[config.mk]
export PLATFORM = sky130hd
export DESIGN_NAME = rsc_top
export DESIGN_NICKNAME = d
export VERILOG_FILES = /design/src/core/rsc_pkg.sv /design/src/core/rsc_top.sv
export VERILOG_INCLUDE_DIRS = /design/src /design/src/core
export SDC_FILE = /design/constraint.sdc
export NUM_CORES = 1
export LEC_CHECK = 0
export BUFFER_PORTS_ARGS = -buffer_cell sky130_fd_sc_hd__clkbuf_2
export CELL_PAD_IN_SITES_DETAIL_PLACEMENT = 0
export CELL_PAD_IN_SITES_GLOBAL_PLACEMENT = 1
export CORE_MARGIN = 2
export CORE_UTILIZATION = 43
export DETAILED_ROUTE_END_ITERATION = 6
export GPL_TIMING_DRIVEN = 0
export PLACE_DENSITY = 0.86
export SETUP_SLACK_MARGIN = 0.02
export SKIP_CTS_REPAIR_TIMING = 1
export SLEW_MARGIN = 20
export SYNTH_ARGS = -nofsm -noshare
export SYNTH_HDL_FRONTEND = slang
export SYNTH_SLANG_ARGS = --single-unit
[constraint.sdc]
create_clock -name clk_in -period 6.9 [get_ports clk_in]
set_clock_uncertainty 0.1 [all_clocks]
set_input_delay 0.345 -clock clk_in [delete_from_list [all_inputs] [get_ports clk_in]]
set_output_delay 0.345 -clock clk_in [all_outputs]
set_load 0.03 [all_outputs]
[src/core/rsc_map.svh]
// Register offsets, field positions, reset values and timing counts of the reset controller.
// Assumes a 32-bit APB slave with one aligned word per register.
`ifndef RSC_MAP_SVH
`define RSC_MAP_SVH

// ==========================================================
// Register offsets (byte addresses)
`define RSC_OFS_CMD 12'h000
`define RSC_OFS_STATUS 12'h004
`define RSC_OFS_MODE 12'h008

// ==========================================================
// Command register fields
`define RSC_CMD_CPU_BIT 0
`define RSC_CMD_PERIPH_BIT 2
`define RSC_CMD_PIN_BIT 3
`define RSC_CMD_KEY_LSB 24
`define RSC_CMD_KEY_VAL 8'ha5

// ==========================================================
// Status register fields
`define RSC_SR_SEEN_BIT 0
`define RSC_SR_TYPE_LSB 8
`define RSC_SR_LEVEL_BIT 16
`define RSC_SR_BUSY_BIT 17

// ==========================================================
// Mode register fields
`define RSC_MR_USER_EN_BIT 0
`define RSC_MR_IRQ_EN_BIT 4
`define RSC_MR_LEN_LSB 8
`define RSC_MR_RESET 32'h0000_0000

// ==========================================================
// Reset type codes
`define RSC_TYPE_GENERAL 3'h0
`define RSC_TYPE_WAKE 3'h1
`define RSC_TYPE_SOFT 3'h3
`define RSC_TYPE_USER 3'h4

// ==========================================================
// Slow clock cycle counts
`define RSC_STARTUP_TICKS 4'h8
`define RSC_HOLD_TICKS 4'h2
`define RSC_WAKE_TICKS 4'h2
`define RSC_USER_EXIT_TICKS 4'h3
`define RSC_SW_TICKS 4'h2

`endif

[src/core/rsc_pkg.sv]
// Types shared by the reset controller.
// Assumes rsc_map.svh supplies the numeric constants.
package rsc_pkg;

	typedef enum logic [2:0] {
		ST_BACKUP_START,
		ST_BACKUP_HOLD,
		ST_WAKE_DOWN,
		ST_WAKE_START,
		ST_RUN,
		ST_USER,
		ST_USER_EXIT,
		ST_SOFT
	} rsc_state_e;

	typedef struct packed {
		logic user_reset_enable;
		logic user_reset_irq_enable;
		logic [3:0] ext_pulse_length_field;
	} rsc_mode_s;

	typedef struct packed {
		logic cpu;
		logic backup;
		logic periph;
		logic pin;
	} rsc_resets_s;

endpackage : rsc_pkg

[src/core/rsc_top.sv]
// Reset state controller: sequences processor, backup, peripheral and pin resets.
// Assumes slow clock, power-on cell outputs and reset pin arrive asynchronously to clk_in,
// which serves as the master clock for the APB slave.
//
// The APB slave port and the placing of the registers were decided locally.
`timescale 1ns/10ps
`include "rsc_map.svh"

module rsc_top (
	input wire logic clk_in,
	input wire logic rst_n_in,
	input wire logic slow_clk_in,
	input wire logic backup_por_ok_in,
	input wire logic main_por_ok_in,
	input wire logic reset_pin_in,
	output logic reset_pin_out,
	output logic reset_pin_oe_out,
	output logic cpu_rst_n_out,
	output logic backup_rst_n_out,
	output logic periph_rst_n_out,
	output logic cpu_clk_en_out,
	output logic user_irq_out,
	input wire logic psel_in,
	input wire logic penable_in,
	input wire logic pwrite_in,
	input wire logic [11:0] paddr_in,
	input wire logic [31:0] pwdata_in,
	output logic [31:0] prdata_out,
	output logic pready_out,
	output logic pslverr_out
);

	// ==========================================================
	// Input synchronisers
	logic [1:0] slow_sync_q;
	logic slow_prev_q;
	logic [1:0] bpor_sync_q;
	logic [1:0] mpor_sync_q;
	logic [1:0] pin_sync_q;
	logic pin_prev_q;

	always_ff @(posedge clk_in or negedge rst_n_in) begin
		if (!rst_n_in) begin
			slow_sync_q <= 2'h0;
			slow_prev_q <= 1'b0;
			bpor_sync_q <= 2'h0;
			mpor_sync_q <= 2'h0;
			pin_sync_q <= 2'h3;
			pin_prev_q <= 1'b1;
		end else begin
			slow_sync_q <= {slow_sync_q[0], slow_clk_in};
			slow_prev_q <= slow_sync_q[1];
			bpor_sync_q <= {bpor_sync_q[0], backup_por_ok_in};
			mpor_sync_q <= {mpor_sync_q[0], main_por_ok_in};
			pin_sync_q <= {pin_sync_q[0], reset_pin_in};
			pin_prev_q <= pin_sync_q[1];
		end
	end

	wire tick = slow_sync_q[1] & ~slow_prev_q;
	wire bpor_ok = bpor_sync_q[1];
	wire mpor_ok = mpor_sync_q[1];
	wire pin_lvl = pin_sync_q[1];
	wire pin_fall = pin_prev_q & ~pin_lvl;

	// Pin re-sampled on slow ticks; two stages give the slow-clock resync delay
	logic [1:0] pin_slow_q;
	always_ff @(posedge clk_in or negedge rst_n_in) begin
		if (!rst_n_in) begin
			pin_slow_q <= 2'h3;
		end else if (tick) begin
			pin_slow_q <= {pin_slow_q[0], pin_lvl};
		end
	end
	wire pin_slow = pin_slow_q[1];

	// ==========================================================
	// Registers and APB decode
	rsc_pkg::rsc_mode_s mode_q;
	logic [2:0] last_reset_type_q;
	logic user_reset_seen_flag_q;
	logic sw_cmd_busy_q;
	logic [31:0] prdata_q;
	logic pready_q;
	logic pslverr_q;

	wire access = psel_in & penable_in;
	wire done = access & pready_q;
	wire hit_cmd = paddr_in == `RSC_OFS_CMD;
	wire hit_status = paddr_in == `RSC_OFS_STATUS;
	wire hit_mode = paddr_in == `RSC_OFS_MODE;
	wire unmapped = ~(hit_cmd | hit_status | hit_mode);
	wire wr_mode = done & pwrite_in & hit_mode;
	wire rd_status = done & ~pwrite_in & hit_status;
	wire key_ok = pwdata_in[`RSC_CMD_KEY_LSB +: 8] == `RSC_CMD_KEY_VAL;
	wire cpu_reset_cmd = pwdata_in[`RSC_CMD_CPU_BIT];
	wire periph_reset_cmd = pwdata_in[`RSC_CMD_PERIPH_BIT];
	wire pin_reset_cmd = pwdata_in[`RSC_CMD_PIN_BIT];
	wire any_cmd = cpu_reset_cmd | periph_reset_cmd | pin_reset_cmd;
	logic state_run;
	// Ignored while busy or while another reset owns the processor
	wire sw_go = done & pwrite_in & hit_cmd & key_ok & any_cmd & ~sw_cmd_busy_q & state_run;

	wire [31:0] status_word = ({31'h0, user_reset_seen_flag_q} << `RSC_SR_SEEN_BIT)
		| ({29'h0, last_reset_type_q} << `RSC_SR_TYPE_LSB)
		| ({31'h0, pin_lvl} << `RSC_SR_LEVEL_BIT)
		| ({31'h0, sw_cmd_busy_q} << `RSC_SR_BUSY_BIT);
	wire [31:0] mode_word = ({31'h0, mode_q.user_reset_enable} << `RSC_MR_USER_EN_BIT)
		| ({31'h0, mode_q.user_reset_irq_enable} << `RSC_MR_IRQ_EN_BIT)
		| ({28'h0, mode_q.ext_pulse_length_field} << `RSC_MR_LEN_LSB);
	wire [31:0] rd_word = hit_status ? status_word : (hit_mode ? mode_word : 32'h0);

	// One wait state so read data can come from a flip-flop
	always_ff @(posedge clk_in or negedge rst_n_in) begin
		if (!rst_n_in) begin
			pready_q <= 1'b0;
			pslverr_q <= 1'b0;
			prdata_q <= 32'h0;
		end else begin
			pready_q <= access & ~pready_q;
			pslverr_q <= access & ~pready_q & unmapped;
			prdata_q <= (access & ~pready_q & ~pwrite_in) ? rd_word : 32'h0;
		end
	end

	// Mode register lives in the backup domain: cleared only by rst_n_in and by backup power-on
	always_ff @(posedge clk_in or negedge rst_n_in) begin
		if (!rst_n_in) begin
			mode_q <= '0;
		end else if (!bpor_ok) begin
			mode_q <= '0;
		end else if (wr_mode) begin
			mode_q.user_reset_enable <= pwdata_in[`RSC_MR_USER_EN_BIT];
			mode_q.user_reset_irq_enable <= pwdata_in[`RSC_MR_IRQ_EN_BIT];
			mode_q.ext_pulse_length_field <= pwdata_in[`RSC_MR_LEN_LSB +: 4];
		end
	end

	// ==========================================================
	// Pin pulse shaper
	logic [16:0] pulse_cnt_q;
	logic pin_own_q;
	logic pulse_start;
	// 2^(len+1) cycles; a zero length gives two
	wire [16:0] pulse_len = 17'h2 << mode_q.ext_pulse_length_field;
	wire pulse_busy = pulse_cnt_q != 17'h0;
	// Software pin command loads the shaper alongside state-driven starts
	wire sw_pin_start = sw_go & pin_reset_cmd;

	always_ff @(posedge clk_in or negedge rst_n_in) begin
		if (!rst_n_in) begin
			pulse_cnt_q <= 17'h0;
		end else if (pulse_start || sw_pin_start) begin
			pulse_cnt_q <= pulse_len;
		end else if (tick && pulse_busy) begin
			pulse_cnt_q <= pulse_cnt_q - 17'h1;
		end
	end

	// ==========================================================
	// Reset state manager
	rsc_pkg::rsc_state_e state_q;
	rsc_pkg::rsc_state_e state_d;
	logic [3:0] cnt_q;
	logic [3:0] cnt_d;
	logic [2:0] type_d;
	logic sw_cpu_q;
	logic sw_periph_q;
	assign state_run = state_q == rsc_pkg::ST_RUN;

	// A low pin that our own pulse caused must not count as a user reset
	wire user_hit = ~pin_slow & ~pin_own_q & ~pulse_busy & mode_q.user_reset_enable;
	wire cnt_end = cnt_q == 4'h1;

	always_comb begin
		state_d = state_q;
		cnt_d = cnt_q;
		type_d = last_reset_type_q;
		pulse_start = 1'b0;
		unique case (state_q)
			rsc_pkg::ST_BACKUP_START: begin
				if (tick) begin
					cnt_d = cnt_q - 4'h1;
					if (cnt_end) begin
						state_d = rsc_pkg::ST_BACKUP_HOLD;
						cnt_d = `RSC_HOLD_TICKS;
					end
				end
			end
			rsc_pkg::ST_BACKUP_HOLD: begin
				if (tick) begin
					cnt_d = cnt_q - 4'h1;
					if (cnt_end) begin
						state_d = rsc_pkg::ST_RUN;
						type_d = `RSC_TYPE_GENERAL;
						pulse_start = 1'b1;
					end
				end
			end
			rsc_pkg::ST_WAKE_DOWN: begin
				if (mpor_ok) begin
					state_d = rsc_pkg::ST_WAKE_START;
					cnt_d = `RSC_WAKE_TICKS;
				end
			end
			rsc_pkg::ST_WAKE_START: begin
				if (tick) begin
					cnt_d = cnt_q - 4'h1;
					if (cnt_end) begin
						state_d = rsc_pkg::ST_RUN;
						type_d = `RSC_TYPE_WAKE;
						pulse_start = 1'b1;
					end
				end
			end
			rsc_pkg::ST_RUN: begin
				if (sw_go) begin
					state_d = rsc_pkg::ST_SOFT;
					cnt_d = `RSC_SW_TICKS;
				end else if (user_hit) begin
					state_d = rsc_pkg::ST_USER;
					pulse_start = 1'b1;
				end
			end
			rsc_pkg::ST_USER: begin
				// Stays while the pin is held low from outside
				if (pin_slow && !pulse_busy) begin
					state_d = rsc_pkg::ST_USER_EXIT;
					cnt_d = `RSC_USER_EXIT_TICKS;
				end
			end
			rsc_pkg::ST_USER_EXIT: begin
				if (tick) begin
					cnt_d = cnt_q - 4'h1;
					if (cnt_end) begin
						state_d = rsc_pkg::ST_RUN;
						type_d = `RSC_TYPE_USER;
					end
				end
			end
			rsc_pkg::ST_SOFT: begin
				if (tick) begin
					cnt_d = cnt_q - 4'h1;
					if (cnt_end) begin
						state_d = rsc_pkg::ST_RUN;
						type_d = sw_cpu_q ? `RSC_TYPE_SOFT : last_reset_type_q;
					end
				end
			end
		endcase
		if (!mpor_ok && state_q != rsc_pkg::ST_BACKUP_START && state_q != rsc_pkg::ST_BACKUP_HOLD) begin
			state_d = rsc_pkg::ST_WAKE_DOWN;
			pulse_start = 1'b0;
		end
		if (!bpor_ok) begin
			state_d = rsc_pkg::ST_BACKUP_START;
			cnt_d = `RSC_STARTUP_TICKS;
			pulse_start = 1'b0;
		end
	end

	always_ff @(posedge clk_in or negedge rst_n_in) begin
		if (!rst_n_in) begin
			state_q <= rsc_pkg::ST_BACKUP_START;
			cnt_q <= `RSC_STARTUP_TICKS;
			last_reset_type_q <= `RSC_TYPE_GENERAL;
			sw_cpu_q <= 1'b0;
			sw_periph_q <= 1'b0;
		end else begin
			state_q <= state_d;
			cnt_q <= cnt_d;
			last_reset_type_q <= type_d;
			if (sw_go) begin
				sw_cpu_q <= cpu_reset_cmd;
				sw_periph_q <= periph_reset_cmd;
			end else if (state_q != rsc_pkg::ST_SOFT) begin
				sw_cpu_q <= 1'b0;
				sw_periph_q <= 1'b0;
			end
		end
	end

	// Busy set on the write edge, cleared when the software reset is left
	always_ff @(posedge clk_in or negedge rst_n_in) begin
		if (!rst_n_in) begin
			sw_cmd_busy_q <= 1'b0;
		end else if (sw_go) begin
			sw_cmd_busy_q <= 1'b1;
		end else if (state_q == rsc_pkg::ST_SOFT && state_d != rsc_pkg::ST_SOFT) begin
			sw_cmd_busy_q <= 1'b0;
		end else if (state_q != rsc_pkg::ST_SOFT) begin
			sw_cmd_busy_q <= 1'b0;
		end
	end

	// Own-drive mask holds until the slow-sampled pin is seen high again
	always_ff @(posedge clk_in or negedge rst_n_in) begin
		if (!rst_n_in) begin
			pin_own_q <= 1'b1;
		end else if (reset_pin_oe_out) begin
			pin_own_q <= 1'b1;
		end else if (pin_slow && pin_lvl) begin
			pin_own_q <= 1'b0;
		end
	end

	// ==========================================================
	// Reset outputs from flip-flops, except reset_pin_out, which is tied low
	rsc_pkg::rsc_resets_s assert_d;
	rsc_pkg::rsc_resets_s assert_q;
	wire in_backup = state_d == rsc_pkg::ST_BACKUP_START || state_d == rsc_pkg::ST_BACKUP_HOLD;
	wire in_wake = state_d == rsc_pkg::ST_WAKE_DOWN || state_d == rsc_pkg::ST_WAKE_START;
	wire in_user = state_d == rsc_pkg::ST_USER || state_d == rsc_pkg::ST_USER_EXIT;
	wire in_soft = state_d == rsc_pkg::ST_SOFT;
	wire soft_cpu = sw_go ? cpu_reset_cmd : sw_cpu_q;
	wire soft_periph = sw_go ? periph_reset_cmd : sw_periph_q;

	assign assert_d.cpu = in_backup | in_wake | in_user | (in_soft & soft_cpu);
	assign assert_d.backup = in_backup;
	assign assert_d.periph = in_backup | in_wake | in_user | (in_soft & soft_periph);
	assign assert_d.pin = in_backup | in_wake | pulse_start | sw_pin_start
		| (pulse_busy & ~(tick & pulse_cnt_q == 17'h1));
	wire clk_en_d = state_d != rsc_pkg::ST_BACKUP_START && state_d != rsc_pkg::ST_WAKE_DOWN
		&& state_d != rsc_pkg::ST_USER;

	always_ff @(posedge clk_in or negedge rst_n_in) begin
		if (!rst_n_in) begin
			assert_q <= '1;
			cpu_clk_en_out <= 1'b0;
		end else begin
			assert_q <= assert_d;
			cpu_clk_en_out <= clk_en_d;
		end
	end

	// ==========================================================
	// Seen flag and interrupt
	always_ff @(posedge clk_in or negedge rst_n_in) begin
		if (!rst_n_in) begin
			user_reset_seen_flag_q <= 1'b0;
			user_irq_out <= 1'b0;
		end else begin
			if (pin_fall) begin
				user_reset_seen_flag_q <= 1'b1;
			end else if (rd_status) begin
				user_reset_seen_flag_q <= 1'b0;
			end
			user_irq_out <= user_reset_seen_flag_q & mode_q.user_reset_irq_enable
				& ~mode_q.user_reset_enable;
		end
	end

	assign cpu_rst_n_out = ~assert_q.cpu;
	assign backup_rst_n_out = ~assert_q.backup;
	assign periph_rst_n_out = ~assert_q.periph;
	assign reset_pin_oe_out = assert_q.pin;
	assign reset_pin_out = 1'b0;
	assign prdata_out = prdata_q;
	assign pready_out = pready_q;
	assign pslverr_out = pslverr_q;

endmodule : rsc_top

# Word-level counts from Yosys, hierarchy flattened
# Cells that the tools add are included.
[op_classes]
addsub = 2
eq_ne = 38
n_shift = 1
muxes = 54
bitwise = 56
n_reduce_logical = 30
[ops]
columns = ["cell", "n"]
rows = [
  ["3-bit two-way mux", 19],
  ["18-bit two-way mux", 2],
  ["17-bit two-way mux", 2],
  ["4-bit two-way mux", 7],
  ["1-bit bitwise AND", 26],
  ["3-bit equality test, second input constant", 7],
  ["4-bit case mux with 5 select lines", 1],
  ["2-bit inequality test, second input constant", 9],
  ["3-bit inequality test, second input constant", 6],
  ["17-bit by 18-bit OR with 18-bit output", 1],
  ["17-bit by 1-bit equality test with 1-bit output, second input constant", 1],
  ["1-bit two-way mux", 17],
  ["11-bit by 17-bit OR with 17-bit output", 1],
  ["17-bit nonzero test", 1],
  ["2-bit by 4-bit left shift with 17-bit output, first input constant", 1],
  ["17-bit by 1-bit subtractor with 17-bit output, second input constant", 1],
  ["3-bit case mux with 5 select lines", 1],
  ["1-bit NOT", 14],
  ["12-bit by 3-bit equality test with 1-bit output, second input constant", 1],
  ["12-bit by 4-bit equality test with 1-bit output, second input constant", 1],
  ["3-bit by 2-bit equality test with 1-bit output, second input constant", 4],
  ["12-bit zero test", 1],
  ["12-bit two-way mux", 1],
  ["6-bit two-way mux", 2],
  ["24 further kinds", 54],
]
[totals]
ff_bits = 76
in_bits = 53
elab_cells = 209

# Longest topological paths before layout
# Gate-level depths: netlist of the first run.
[depth]
word_depth = 18
depth_mapped = 10
ltp_nobuf = 8

# Worst setup path before layout of the first run
# No wires, ideal clock.
[synth_timing]
kind = "input port to flip-flop"
start = "input paddr_in[2]"
end = "register pulse_cnt_q[10]"
setup_ps = 79
arrival_time_ps = 2267
required_ps = 6721
slack_ps = 4454
cell_stages = 7
path_buffers = 1
path_cell_list = "or4b_4 > nor4_4 > and4_4 > nor3_2 > a211oi_4 > buf_8 > mux2i_1"
[synth_between]
elab_chain_len = 12
word_cells_on_any_way = 14
classes_between = "5 x mux; 6 x bitwise; 3 x reduce/logical"
[synth_lines]
columns = ["element", "line", "text"]
rows = [
  ["start, declared", "rsc_top.sv:26", "input wire logic [11:0] paddr_in,"],
  ["12-bit zero test (no source line) (*)", "n/a", ""],
  ["1-bit bitwise AND (*) (5 in a row)", "rsc_top.sv:102", "wire sw_go = done & pwrite_in & hit_cmd & key_ok & any_cmd & ~sw_cmd_busy_q & state_run;"],
  ["1-bit two-way mux", "rsc_top.sv:217", "if (sw_go) begin"],
  ["1-bit case mux with 2 select lines", "rsc_top.sv:180", "unique case (state_q)"],
  ["1-bit two-way mux", "rsc_top.sv:251", "if (!mpor_ok && state_q != rsc_pkg::ST_BACKUP_START && state_q != rsc_pkg::ST_BACKUP_HOLD) begin"],
  ["1-bit two-way mux", "rsc_top.sv:255", "if (!bpor_ok) begin"],
  ["1-bit logical OR (*)", "rsc_top.sv:153", "end else if (pulse_start || sw_pin_start) begin"],
  ["17-bit two-way mux or 2-bit nonzero test (tied branches)", "n/a", ""],
  ["end signal, assigned", "rsc_top.sv:154", "pulse_cnt_q <= pulse_len;"],
  ["end signal, assigned", "rsc_top.sv:156", "pulse_cnt_q <= pulse_cnt_q - 17'h1;"],
  ["end, declared", "rsc_top.sv:141", "logic [16:0] pulse_cnt_q;"],
]
# Every way passes the cells marked *; elsewhere a longest branch is shown, timed or not.
# A chain may end at the register's enable or synchronous reset.

# Worst setup path in the final report of the first run
[layout_timing]
start = "register cnt_q[1]"
end = "register pulse_cnt_q[8]"
[layout_between]
elab_chain_len = 8
word_cells_on_any_way = 9
classes_between = "1 x eq/ne; 6 x mux; 2 x reduce/logical"
[layout_lines]
columns = ["element", "line", "text"]
rows = [
  ["start, declared", "rsc_top.sv:164", "logic [3:0] cnt_q;"],
  ["start signal, assigned", "rsc_top.sv:265", "cnt_q <= `RSC_STARTUP_TICKS;"],
  ["start signal, assigned", "rsc_top.sv:271", "cnt_q <= cnt_d;"],
  ["4-bit by 1-bit equality test with 1-bit output (*)", "rsc_top.sv:173", "wire cnt_end = cnt_q == 4'h1;"],
  ["1-bit two-way mux (*)", "rsc_top.sv:193, rsc_top.sv:209", ""],
  ["1-bit two-way mux (*)", "rsc_top.sv:191", "if (tick) begin"],
  ["1-bit case mux with 2 select lines (*)", "rsc_top.sv:180", ""],
  ["1-bit two-way mux (*)", "rsc_top.sv:251", ""],
  ["1-bit two-way mux (*)", "rsc_top.sv:255", ""],
  ["1-bit logical OR (*)", "rsc_top.sv:153", ""],
  ["17-bit two-way mux or 2-bit nonzero test (tied branches)", "n/a", ""],
]
# Marked as above.

==> flow_metrics.env, run 1 <==
export IMPL_synth_cell_types=60
export IMPL_grt_pass1_wl_um=14400
export IMPL_cp_cell_sequence="inv_1 -> ha_1 -> nor3b_2 -> nand2_1 -> nor4_1 -> a211oi_4 -> buf_8 -> mux2i_1"
export IMPL_synth_edf_count=0
export IMPL_cts_tree="built"
export IMPL_period_minus_slack_ns=2.74
export IMPL_cp_slowest_cell="nor4_1"
export IMPL_cp_max_fo=10
export IMPL_critPathMaxStageDelay_ns=0.71
export IMPL_hold_end="mode_q[1]"
export IMPL_nNetsFinal=539
export IMPL_highest_layer="met4"
export IMPL_r2r_start="cnt_q[1]"
export IMPL_layout_cells_most_common="dfrtp_1"
export IMPL_die_h_um=97.2
export IMPL_p_leak_nw=2.09
export IMPL_hold_viol=0
export IMPL_start_util=0.450
export IMPL_multi_input_area_um2=1850
export IMPL_wire_per_inst_um=14.4
export IMPL_timing_hold_ws_ns=0.116
export IMPL_cts_sinks=66
export IMPL_fmax_mhz=365
export IMPL_dp_cells=570
export IMPL_grt_usage=0.188
export IMPL_clockBufferDepth=2
export IMPL_max_vdd_ir_drop_v=0.0000901
export IMPL_critical_path_class="reg -> reg"
export IMPL_root_buffer="clkbuf_8"
export IMPL_core_region_area_um2=8300
export IMPL_wl_met2_um=4050
export IMPL_grt_overflow=0
export IMPL_area_delta_synth_final_pct=22.2
export IMPL_crit_path_end_kind="flip-flop"
export IMPL_cts_clk_slew_worst_paths_ns=0.08
export IMPL_avgViaCountPerCell=5.21
export IMPL_wl_um=8490
export IMPL_antenna_found_initial=0
export IMPL_ys_async_sr_fraction=1.00
export IMPL_insertion_delay_ns=0.35
export IMPL_m1WireLength_um=3700
export IMPL_fillers=780
export IMPL_pin_count=94
export IMPL_vias=3080
export IMPL_fp_dieArea_um2=9450
export IMPL_cts_buffers=9
export IMPL_diodes=0
export IMPL_ys_warn_count=0
export IMPL_ant_nets=0
export IMPL_r2r_slack_ns=4.16
export IMPL_grt_max_degree=37
export IMPL_finalSetupViolCount=0
export IMPL_dp_hpwl_um=6480
export IMPL_first_global_vias=3016
export IMPL_yosysTopAreaCell="dfrtp_1"
export IMPL_timing_rr_end="pulse_cnt_q[8]"
export IMPL_slew_viol_final=0
export IMPL_drive_gt1_frac=0.251
export IMPL_synth_area_leaders="dfrtp_1 (37%), dfstp_2 (7.7%), mux2i_1 (5.6%)"
export IMPL_first_pass_iters=4
export IMPL_reg2reg_depth=8
export IMPL_place_gp_congestion=0.873
export IMPL_stdcell_count=591
export IMPL_finalCritPeriodShare=0.397
export IMPL_met3_length_um=499
export IMPL_fp_dieW_um=97.2
export IMPL_layout_common_cells="dfrtp_1 (55), clkbuf_2 (51), nand2_1 (37)"
export IMPL_worst_slew_pin_slew_ns=0.809
export IMPL_synth_flop_cell="dfrtp_1"
export IMPL_synth_top_area_frac=0.369
export IMPL_yosysSeqAreaShare=0.446
export IMPL_status="complete, no violations"
export IMPL_worstHoldStart="pwdata_in[9]"
export IMPL_worstPathRequired_ns=7.06
export IMPL_ys_ff_latch=66
export IMPL_timing_setup_tns_ns=0
export IMPL_postSynthCellCount=388
export IMPL_hold_class="in -> reg"
export IMPL_critPathLaunchType="flip-flop"
export IMPL_drc=0
export IMPL_rsz0062_at_grt="no"
export IMPL_synth_area_per_cell_um2=9.63
export IMPL_h_tree_depth=3
export IMPL_maxCapViolations=0
export IMPL_p_per_area_nw_per_um2=223
export IMPL_regArea_um2=1670
export IMPL_relSlewSlack=0.456
export IMPL_hold_depth=2
export IMPL_drt_initial_drc_count=124
export IMPL_placementRows=33
export IMPL_critPathArrivalTime_ns=2.90
export IMPL_syn_area_um2=3730
export IMPL_port_buffers=52
[worst max-delay path, delay by kind of cell (launching register included)]
family | cells | cell delay (ns)
multiplexers | 1 | 0.17
AO/OA/AOI/OAI | 1 | 0.19
adder cells (fa/ha/maj) | 1 | 0.13
flip-flops | 1 | 0.39
buffers and inverters | 2 | 0.32
AND/OR/NAND/NOR | 3 | 1.36
[cells in the mapped netlist (2+ instances only)]
cell type and instances:
a32oi_1 2, nor2_1 31, nor3_1 12, nor4_1 7
and3b_1 2, a31oi_1 3, o22ai_1 2, xor2_1 6
nor3b_1 4, o21ai_0 13, a211oi_1 2, a22o_1 6
dfrtp_1 55, or4_1 3, xnor2_1 9, nand4_1 9
mux2_2 2, nand2b_1 4, clkbuf_1 12, or3_1 5
nor2b_1 12, and2_1 4, o211a_1 2, and3_1 7
inv_1 15, a22oi_1 4, or2_2 2, a21boi_0 3
nand3_1 15, nand2_1 37, a21oi_1 7, mux2i_1 21
ha_1 5, nor4_4 2, buf_4 25, dfstp_2 11
o21a_1 4
[layer usage]
metal | vias up | GRT usage
met5 | - | 0
met4 | 0 | 0.0823
met3 | 15 | 0.0453
met2 | 99 | 0.307
met1 | 1468 | 0.237
li1 | 1498 | -
[state kept, by name (all words and copies together), names as in the netlist]
signal	flops
last_reset_type_q	3
pin_slow_q	2
assert_q	3
slow_sync_q	2
bpor_sync_q	2
sw_periph_q	1
reset_pin_oe_out	1
pin_prev_q	1
pulse_cnt_q	17
pslverr_out	1
state_q	3
cnt_q	4
sw_cmd_busy_q	1
user_irq_out	1
pin_own_q	1
prdata_out	8
pready_out	1
sw_cpu_q	1
mpor_sync_q	2
mode_q	6
cpu_clk_en_out	1
user_reset_seen_flag_q	1
slow_prev_q	1
pin_sync_q	2
[cell type report]
type	count	share of cell area
multi-input cells	291	0.405
flip-flops and latches	66	0.365
repair buffers	58	0.0729
plain buffers	40	0.0562
clock buffers	10	0.0302
clock inverters	6	0.0302
well taps	105	0.0288
inverters	15	0.0123
[where the power goes]
part	switching [mW]	total [mW]	internal, mW
Clock	0.158	0.446	0.288
Sequential	0.0268	0.440	0.413
Combinational	0.0751	0.131	0.0554
[metrics by stage]
stage | cell area [um^2] | utilization | worst slack (ns) | total power, mW
floorplan | 3820 | - | 4.45 | 0.531
global placement | 4220 | 0.508 | 4.09 | 0.565
detailed placement | 4240 | 0.511 | 4.01 | 0.575
CTS | 4510 | 0.544 | 4.15 | 1.02
global route | 4560 | 0.550 | 3.86 | 1.06
finish | 4560 | 0.550 | 4.16 | 1.02
[worst max-delay path by stage]
stage / startpoint / end / slack, ns
after floorplan: paddr_in[2] / pulse_cnt_q[10] / 4.45
after global placement: paddr_in[2] / pulse_cnt_q[6] / 4.09
after detailed placement: paddr_in[2] / pulse_cnt_q[8] / 4.01
after CTS: cnt_q[1] / pulse_cnt_q[8] / 4.15
after global routing: cnt_q[1] / pulse_cnt_q[6] / 3.86
final: cnt_q[1] / pulse_cnt_q[8] / 4.16
[cell families after synthesis]
logic type      share of synthesized area
mux                                0.0623
buf+inv                            0.0837
fa+ha+maj                          0.0168
compound gates                      0.115
flops                               0.446
simple gates                        0.240
xor+xnor                           0.0352
other cells                       0.00100
No activity file was read; power rests on OpenSTA's default activity.
==> inputs of run 2 (changes only) <==
--- a/config.mk
+++ b/config.mk
@@ -10,10 +10,10 @@
 export CELL_PAD_IN_SITES_DETAIL_PLACEMENT = 0
 export CELL_PAD_IN_SITES_GLOBAL_PLACEMENT = 1
 export CORE_MARGIN = 2
-export CORE_UTILIZATION = 43
+export CORE_UTILIZATION = 40
 export DETAILED_ROUTE_END_ITERATION = 6
 export GPL_TIMING_DRIVEN = 0
-export PLACE_DENSITY = 0.86
+export PLACE_DENSITY = 0.81
 export SETUP_SLACK_MARGIN = 0.02
 export SKIP_CTS_REPAIR_TIMING = 1
 export SLEW_MARGIN = 20
==> constraint.sdc (replaced) <==
create_clock -name clk_in -period 2.8 [get_ports clk_in]
set_clock_uncertainty 0.1 [all_clocks]
set_input_delay 0.14 -clock clk_in [delete_from_list [all_inputs] [get_ports clk_in]]
set_output_delay 0.14 -clock clk_in [all_outputs]
set_load 0.03 [all_outputs]
==> flow_metrics.env, run 2 (synthesis gave the netlist of run 1 again) <==
export IMPL_placementRows=35
export IMPL_stdcell_count=605
export IMPL_cts_clk_slew_worst_paths_ns=0.08
export IMPL_p_total_mw=2.20
export IMPL_first_global_vias=3033
export IMPL_finalCritPeriodShare=0.934
export IMPL_cts_tree="built"
export IMPL_maxCapViolations=0
export IMPL_area_delta_synth_final_pct=22.8
export IMPL_path_common_cell="nor3_1"
export IMPL_port_buffers=52
export IMPL_max_vdd_ir_drop_v=0.000192
export IMPL_worst_slew_pin_slew_ns=0.910
export IMPL_dp_hpwl_um=6390
export IMPL_drive_gt1_frac=0.253
export IMPL_insertion_delay_ns=0.35
export IMPL_dp_cells=576
export IMPL_cp_cell_sequence="nor3_1 -> nand4_1 -> or4_1 -> a31oi_4 -> nor3_1 -> a221oi_1"
export IMPL_grtUsageMet3=0.0402
export IMPL_nNetsFinal=547
export IMPL_cp_top_family="simple AND/OR/NAND/NOR gates"
export IMPL_period_minus_slack_ns=2.61
export IMPL_critical_path_class="reg -> reg"
export IMPL_drt_initial_drc_count=176
export IMPL_cp_max_fo=6
export IMPL_clockBufferDepth=2
export IMPL_layout_cells_most_common="dfrtp_1"
export IMPL_relSlewSlack=0.388
export IMPL_cp_slowest_cell="or4_1"
export IMPL_critPathArrivalTime_ns=2.75
export IMPL_wire_per_inst_um=14.0
export IMPL_fp_dieArea_um2=10100
export IMPL_first_pass_iters=4
export IMPL_grt_overflow=0
export IMPL_fp_dieW_um=101
export IMPL_path_buf_inv=0
export IMPL_layout_common_cells="dfrtp_1 (55), clkbuf_2 (51), nand2_1 (37)"
export IMPL_vias=3074
export IMPL_cts_buffers=9
export IMPL_fillers=844
export IMPL_rsz0062_at_grt="no"
export IMPL_critPathLaunchType="flip-flop"
export IMPL_grt_pass1_wl_um=14100
export IMPL_p_per_area_nw_per_um2=480
export IMPL_hold_viol=0
export IMPL_crit_path_end_kind="flip-flop"
export IMPL_drc=0
export IMPL_ant_nets=0
export IMPL_die_h_um=101
export IMPL_status="complete, no violations"
export IMPL_antenna_found_initial=0
export IMPL_worstPathRequired_ns=2.93
export IMPL_h_tree_depth=3
export IMPL_pin_count=94
export IMPL_largest_register="pulse_cnt_q"
export IMPL_slew_viol_final=0
export IMPL_diodes=0
export IMPL_core_region_area_um2=9150
export IMPL_largest_register_ff_count=17
export IMPL_avgViaCountPerCell=5.08
export IMPL_cts_sinks=66
export IMPL_start_util=0.408
export IMPL_p_leak_nw=2.09
export IMPL_grt_max_degree=37
export IMPL_hold_class="in -> reg"
export IMPL_place_gp_congestion=0.903
export IMPL_met2_usage=0.300
export IMPL_grt_usage=0.177
export IMPL_grt_util_met1=0.221
export IMPL_critPathMaxStageDelay_ns=0.61
export IMPL_root_buffer="clkbuf_8"
export IMPL_wl_um=8490
export IMPL_timing_setup_tns_ns=0
export IMPL_fmax_mhz=382
export IMPL_fin_util=0.501
export IMPL_grt_busiest_layer="met2"
export IMPL_finalSetupViolCount=0
-- run 2: cell types whose count changed in the layout (fill, tap and decap cells not counted), sizes merged --
cell         delta
dlygate4sd3     +6
bufinv          -3
clkinv          +3
buf             +2
clkbuf          -1
clkinvlp        +1
-- run 2: routing by layer --
layer / vias to the layer above / share of wire / wire [um]
met4: 0 / 0.017 / 143
met3: 11 / 0.054 / 461
li1: 1519 / - / -
met2: 99 / 0.48 / 4040
met1: 1445 / 0.45 / 3850
met5: - / 0 / 0
-- run 2: worst paths after layout --
path | startpoint | endpoint | slack [ns] | cells after the start
worst max-delay path | pulse_cnt_q[10] | cpu_clk_en_out | 0.19 | 6
worst min-delay path | pwdata_in[2] | sw_periph_q | 0.01 | 3
worst max register to register | pulse_cnt_q[10] | cpu_clk_en_out | 0.19 | 6
worst min register to register | slow_sync_q[0] | slow_sync_q[1] | 0.25 | 0
max in group asynchronous | rst_n_in | reset_pin_oe_out | 1.80 | 3
min in group asynchronous | rst_n_in | last_reset_type_q[0] | 0.20 | 2
-- run 2: report_power, final --
group	total [mW]	leakage (nW)	internal, mW	switching (mW)
sequential	1.09	0.783	1.02	0.0686
combinational	0.324	1.21	0.142	0.182
clock	0.790	0.0990	0.409	0.381
-- run 2: per-stage QoR --
step / worst slack, ns / cell area, um^2 / hold WS, ns
3_5_place_dp: 0.0781 / 4250 / 0.0394
6_report: 0.185 / 4590 / 0.0120
2_1_floorplan: 0.485 / 3820 / -0.256
5_1_grt: 0.0238 / 4590 / 0.0148
4_1_cts: 0.0714 / 4440 / -0.345
3_3_place_gp: 0.118 / 4220 / 0.135
-- run 2: final cells by class --
cell class	count	area, um^2	share of cell area
multi-input combinational	291	1870	0.407
clock inverter	7	70.1	0.0153
timing repair buffer	66	408	0.0889
inverter	15	56.3	0.0123
sequential	66	1670	0.363
clock buffer	9	124	0.0270
tap	111	139	0.0303
buffer	40	256	0.0559
-- run 2: worst reg2reg max path: stages (launching register included) --
cell and delay [ns]:
dfrtp_1 0.43, nor3_1 0.39, nand4_1 0.24, or4_1 0.61, a31oi_4 0.29, nor3_1 0.13, a221oi_1 0.31
